## src/core/xor_chain_defines.svh

```systemverilog
`ifndef XOR_CHAIN_DEFINES_SVH
`define XOR_CHAIN_DEFINES_SVH

// ***********************
// Chain geometry
// ***********************
`define NUM_CHAINS       15
`define DATA_CHAIN_W     64
`define ADDR_CHAIN_W     40
`define MISC_CHAIN_W     64
`define NUM_LANES        16
`define NUM_MISC         12

// ***********************
// Chain index of each strap pin
// ***********************
`define IDX_ALL_HIGH_Z   0
`define IDX_XOR_TEST     1
`define IDX_SPEED_MID    6
`define IDX_SPEED_HIGH   7
`define IDX_LANE_REV     10
`define IDX_RESERVED_L18 11
`define IDX_SPEED_LOW    12
`define IDX_LANE_CHAIN   14

// ***********************
// Strap levels and reset values
// ***********************
`define XOR_STRAP_ACTIVE   1'b0
`define SPEED_LOW_REQUIRED 1'b1
`define RESULT_RESET       15'h0000
`define OE_RESET           15'h0000

`endif

```

## src/core/xor_chain_pkg.sv

```systemverilog
package xor_chain_pkg;
  typedef enum logic [1:0] {BOOT_WAIT, FUNCTIONAL, XOR_TEST} boot_state_t;
  typedef logic [14:0] chain_vec_t;
endpackage : xor_chain_pkg

```

## src/core/boot_strap_if.sv

```systemverilog
`timescale 1ns/10ps
interface boot_strap_if;
  logic xor_mode;
  logic lane_rev;
  logic full_width;
  modport ctrl (output xor_mode, output lane_rev, output full_width);
  modport user (input xor_mode, input lane_rev, input full_width);
endinterface : boot_strap_if

```

## src/core/strap_boot_ctrl.sv

```systemverilog
`timescale 1ns/10ps
`include "xor_chain_defines.svh"
module strap_boot_ctrl
  import xor_chain_pkg::*;
(
  input  wire logic clk_sys,
  input  wire logic resetn,
  input  wire logic power_good_input,
  input  wire logic xor_test_strap,
  input  wire logic bus_speed_select_low_strap,
  input  wire logic lane_reversal_strap,
  input  wire logic reserved_l18_strap,
  boot_strap_if.ctrl bs
);
  boot_state_t state_ff, nxt_state;
  logic        rev_ff, nxt_rev;
  logic        full_ff, nxt_full;

  // ***********************
  // Boot sequencing
  // ***********************
  always_comb begin
    nxt_state = state_ff;
    nxt_rev   = rev_ff;
    nxt_full  = full_ff;
    unique case (state_ff)
      BOOT_WAIT: begin
        // Straps are taken once, on the edge that sees power good
        if (power_good_input) begin
          nxt_rev  = lane_reversal_strap;
          nxt_full = reserved_l18_strap;
          if (xor_test_strap == `XOR_STRAP_ACTIVE &&
              bus_speed_select_low_strap == `SPEED_LOW_REQUIRED) begin
            nxt_state = XOR_TEST;
          end else begin
            nxt_state = FUNCTIONAL;
          end
        end
      end
      FUNCTIONAL, XOR_TEST: begin
        // Straps are not looked at again until power good drops
        if (!power_good_input) begin
          nxt_state = BOOT_WAIT;
        end
      end
    endcase
  end

  always_ff @(posedge clk_sys or negedge resetn) begin
    if (!resetn) begin
      state_ff <= BOOT_WAIT;
      rev_ff   <= 1'b0;
      full_ff  <= 1'b0;
    end else begin
      state_ff <= nxt_state;
      rev_ff   <= nxt_rev;
      full_ff  <= nxt_full;
    end
  end

  assign bs.xor_mode   = (state_ff == XOR_TEST);
  assign bs.lane_rev   = rev_ff;
  assign bs.full_width = full_ff;
endmodule : strap_boot_ctrl

```

## src/flat_wrapper.sv

```systemverilog
// flat-port wrapper written by rule: the top's interface ports become plain ports
module strap_boot_ctrl_flat import xor_chain_pkg::*;
  (clk_sys, resetn, power_good_input, xor_test_strap, bus_speed_select_low_strap, lane_reversal_strap, reserved_l18_strap, bs_xor_mode, bs_lane_rev, bs_full_width);
  boot_strap_if bs_i ();
  input  wire logic clk_sys;
  input  wire logic resetn;
  input  wire logic power_good_input;
  input  wire logic xor_test_strap;
  input  wire logic bus_speed_select_low_strap;
  input  wire logic lane_reversal_strap;
  input  wire logic reserved_l18_strap;
  output wire logic [$bits(bs_i.xor_mode)-1:0] bs_xor_mode;
  output wire logic [$bits(bs_i.lane_rev)-1:0] bs_lane_rev;
  output wire logic [$bits(bs_i.full_width)-1:0] bs_full_width;
  assign bs_xor_mode = bs_i.xor_mode;
  assign bs_lane_rev = bs_i.lane_rev;
  assign bs_full_width = bs_i.full_width;
  strap_boot_ctrl u_core (.clk_sys(clk_sys), .resetn(resetn), .power_good_input(power_good_input), .xor_test_strap(xor_test_strap), .bus_speed_select_low_strap(bus_speed_select_low_strap), .lane_reversal_strap(lane_reversal_strap), .reserved_l18_strap(reserved_l18_strap), .bs(bs_i));
endmodule
```

## config.mk

```make
export PLATFORM = sky130hd
export DESIGN_NAME = strap_boot_ctrl_flat
export DESIGN_NICKNAME = d
export VERILOG_FILES = /design/src/core/xor_chain_pkg.sv /design/src/core/boot_strap_if.sv /design/src/core/strap_boot_ctrl.sv /design/src/flat_wrapper.sv
export VERILOG_INCLUDE_DIRS = /design/src /design/src/core
export SDC_FILE = /design/constraint.sdc
export NUM_CORES = 1
export LEC_CHECK = 0
export ABC_CLOCK_PERIOD_IN_PS = 1200
export BUFFER_PORTS_ARGS = -buffer_cell sky130_fd_sc_hd__buf_2
export CAP_MARGIN = 20
export CELL_PAD_IN_SITES_DETAIL_PLACEMENT = 0
export CELL_PAD_IN_SITES_GLOBAL_PLACEMENT = 1
export CORE_AREA = 4 4 41 43
export CTS_CLUSTER_SIZE = 40
export DETAILED_ROUTE_END_ITERATION = 16
export DIE_AREA = 0 0 45 47
export GPL_ROUTABILITY_DRIVEN = 0
export PLACE_DENSITY_LB_ADDON = 0.08
export SETUP_SLACK_MARGIN = 0.2
export SYNTH_ARGS = -nofsm -noshare
export SYNTH_HDL_FRONTEND = slang
export SYNTH_SLANG_ARGS = --single-unit
```

## constraint.sdc

```tcl
create_clock -name clk_sys -period 1.2 [get_ports clk_sys]
set_input_delay 0.24 -clock clk_sys [delete_from_list [all_inputs] [get_ports clk_sys]]
set_output_delay 0.24 -clock clk_sys [all_outputs]
set_load 0.02 [all_outputs]
```

Word level (Yosys, flattened, before mapping)
Index checks and enable logic that the tools add are counted.

Logic and storage cells: 17. Output and inout bits: 3. Register bits after elaboration: 4.

Reduce and logical (&&, ||, !) cells: 5. Bitwise logic cells: 1. Muxes and demuxes: 4. Equality and inequality tests: 4.

Operators with widths (count): 2-to-1 mux 2 bit (3); != test 2 bit (second input constant) (2); one-hot mux 2 bit (2 select lines) (1); AND reduction 2 bit (2); == test 2 x 1 -> 1 bit (second input constant) (1); == test 2 bit (second input constant) (1); zero test 2 bit (1); OR reduction 2 bit (1); logical AND 1 bit (1); inverter 1 bit (1).

Longest topological paths before layout
Depth after elaboration: 5. Depth in mapped cells: 4. Depth with buffers taken out: 4.

Worst setup path before layout
No wires, ideal clock.

Kind: register to register. Start point: register u_core.state_ff[0]. End point: register u_core.full_ff (netlist: u_core.bs.full_width). Period minus slack after synthesis: 1.085 ns. Stages on the path, launching flop included: 5. Buffers on the path: 0. Setup time: 0.125 ns. Arrival: 0.960 ns. Setup slack: 0.115 ns. Path through: dfrtp_1 -> inv_1 -> ha_1 -> nand2_2 -> mux2_4.

Cells in the longest elaborated chain, start to end: 2.

RTL lines: from (decl) (RTL line strap_boot_ctrl.sv:15) `boot_state_t state_ff, nxt_state;`; from (signal assigned) (RTL line strap_boot_ctrl.sv:55) `state_ff <= nxt_state;`; zero test 2 bit (RTL line strap_boot_ctrl.sv:26) `unique case (state_ff)`; AND reduction 2 bit (no source line); to (signal assigned) (RTL line strap_boot_ctrl.sv:57) `full_ff <= nxt_full;`; to (decl) (RTL line strap_boot_ctrl.sv:17) `logic full_ff, nxt_full;`.

No other way between the ends. A chain may end at the register's enable or synchronous reset.

Worst setup path after layout
Ends and elaborated chain as after synthesis.

==> flow_metrics.env <==
export IMPL_status="complete, no violations"
export IMPL_num_vias=185
export IMPL_peakVddDrop_mv=1.17
export IMPL_slowest_delay_ns=0.36
export IMPL_io_pins=10
export IMPL_cts_path_max_buffers=2
export IMPL_rsz0062_at_grt="yes"
export IMPL_crit_chain="inv_2, buf_4, ha_4, nand2_4, mux2_4"
export IMPL_start_util_pct=16.5
export IMPL_final_util_pct=31.3
export IMPL_wirelength_um=499
export IMPL_io_buffer_count=9
export IMPL_gr_total_overflow=0
export IMPL_grt_pass1_vias=198
export IMPL_syn2layout_area_growth_pct=89.5
export IMPL_yosysUniqueCellTypes=9
export IMPL_via_per_inst=3.85
export IMPL_antenna_found_initial=0
export IMPL_fillers=139
export IMPL_drtAntennaViolNets=0
export IMPL_grt_pass1_wl_um=765
export IMPL_firstDrtPassIters=2
export IMPL_n_antenna_cell=0
export IMPL_yosys_warnings=0
export IMPL_cp_end_kind="register"
export IMPL_cts_buffers=3
export IMPL_wl_per_cell_um=10.4
export IMPL_synth_top_area_share_pct=46.5
export IMPL_arrival_ns=1.28
export IMPL_grt_start_max_net_pins=5
export IMPL_slowest_stage="dfrtp_1"
export IMPL_crit_buf_inv=2
export IMPL_finish_instance_area_um2=408
export IMPL_place_area_um2=292
export IMPL_criticalPathCategory="register to register"
export IMPL_grt_usage_pct=5.64
export IMPL_slew_viol_final=0
export IMPL_yosysTopAreaCell="dfrtp_1"
export IMPL_worst_pin_slew_ns=0.170
export IMPL_fin_tns_setup_ns=0
export IMPL_drc=0
export IMPL_hold_class="input port to register"
export IMPL_synthTopCellsByArea="dfrtp_1 (47%), mux2_4 (14%), ha_1 (12%)"
export IMPL_avgSynthCellArea_um2=12.7
export IMPL_worstPathMaxFanout=3
export IMPL_fin_crit_sh_pct=97.2
export IMPL_crit_required_ns=1.31
export IMPL_relSlewSlack_pct=88.4
export IMPL_fmax_mhz=857
export IMPL_cts_root_buf="clkbuf_4"
export IMPL_die_height_um=47
export IMPL_cp_top_family="flip-flops"
export IMPL_drt_initial_drc_count=1
export IMPL_clk_pin_slew_ns=0.04
export IMPL_syn_inst=17
export IMPL_dieArea_um2=2120
export IMPL_synth_area_um2=215
export IMPL_start_kind="register"
export IMPL_power_density_nw_per_um2=2920
export IMPL_finalHoldViolCount=0
export IMPL_setup_violations=0
export IMPL_syn_nets=26
export IMPL_drive_gt1_share_pct=78.8
export IMPL_ys_ff_latch=4
export IMPL_tritoncts="yes"
export IMPL_drv_cap=0
export IMPL_clock_latency_ns=0.23
export IMPL_finClkSkew_ns=0.00407
export IMPL_final_nets=44
export IMPL_min_period_ns=1.17
export IMPL_ys_seq_area_share_pct=46.5
export IMPL_row_count=13
export IMPL_die_w_um=45
export IMPL_htreeDepth=1
export IMPL_core_area_um2=1300
export IMPL_power_leakage_nw=0.191
export IMPL_cts_sinks=4
stage by stage:
step / instances / hold slack [ns] / setup slack (ns) / total power [W]
global placement: 41 / 0.0467 / 0.119 / 0.000693
floorplan: 17 / -0.0556 / 0.168 / 0.000586
finish: 48 / 0.240 / 0.0333 / 0.00119
global route: 48 / 0.233 / 0.00470 / 0.00125
detailed placement: 41 / 0.0474 / 0.113 / 0.000695
CTS: 48 / 0.234 / 0.0281 / 0.00120
layout by cell type (no fill, tap or decap):
cell           instances
nor2b_1                1
o32ai_2                2
clkbuf_4               3
ha_2                   1
dfrtp_1                4
ha_4                   1
mux2i_4                1
mux2_4                 2
nand2b_1               1
dlygate4sd3_1          1
buf_4                  3
nor2b_4                1
nand2_4                1
buf_2                  6
buf_6                  3
inv_2                  2
synth_stat cells:
master    n
o32ai_1   2
mux2_4    2
inv_1     2
nand2_2   1
nor2b_1   2
ha_1      2
nand2b_1  1
dfrtp_1   4
mux2i_1   1
kinds of logic after synthesis:
group	Yosys count	synth area share, %
compound gates	2	8.14
fa+ha+maj	2	11.6
buf+inv	2	3.49
flops	4	46.5
mux	3	18.6
simple gates	4	11.6
flip-flops by register name, indices dropped and copies added (netlist names):
register / flops
u_core.bs.full_width: 1
u_core.bs.lane_rev: 1
u_core.state_ff: 2
area by class of cell:
| type | count | area, um^2 | area share, % |
|---|---|---|---|
| multi-input cells | 11 | 163 | 39.9 |
| flip-flops and latches | 4 | 100 | 24.5 |
| repair buffers | 13 | 96.3 | 23.6 |
| clock buffers | 3 | 22.5 | 5.52 |
| well taps | 15 | 18.8 | 4.60 |
| inverters | 2 | 7.51 | 1.84 |
routing by layer:
layer  track usage, %  wire [um]  vias up
li1                 -          -       92
met1             5.32        188       90
met2             8.47        296        3
met3             1.15         14        0
met4             8.77          0        0
met5                0          0        -
power by group:
group          switching (W)  internal, W  total, W
combinational       0.000321     0.000461  0.000782
clock              0.0000488     0.000111  0.000160
sequential         0.0000438     0.000205  0.000249
total               0.000413     0.000778   0.00119
final timing paths:
kind / cells after the start / startpoint / endpoint / slack (ns)
max reg2reg: 5 / u_core.state_ff[0] / u_core.bs.full_width / 0.03
max: 5 / u_core.state_ff[0] / u_core.bs.full_width / 0.03
min reg2reg: 2 / u_core.state_ff[1] / u_core.state_ff[1] / 0.59
max in group asynchronous: 2 / resetn / u_core.state_ff[0] / 0.74
min in group asynchronous: 2 / resetn / u_core.bs.full_width / 0.34
min: 2 / lane_reversal_strap / u_core.bs.lane_rev / 0.24
what timing repair did:
| item | 4_1_cts | 5_1_grt |
|---|---|---|
| gates resized for setup | 14 | 0 |
| setup endpoints to repair | 7 | 7 |
| buffers inserted | 3 | 0 |
| endpoints found under the hold margin | 4 | 0 |
| hold buffers | 1 | 0 |
| pin swaps | 3 | 0 |
Power figures use the tool's default switching activity.
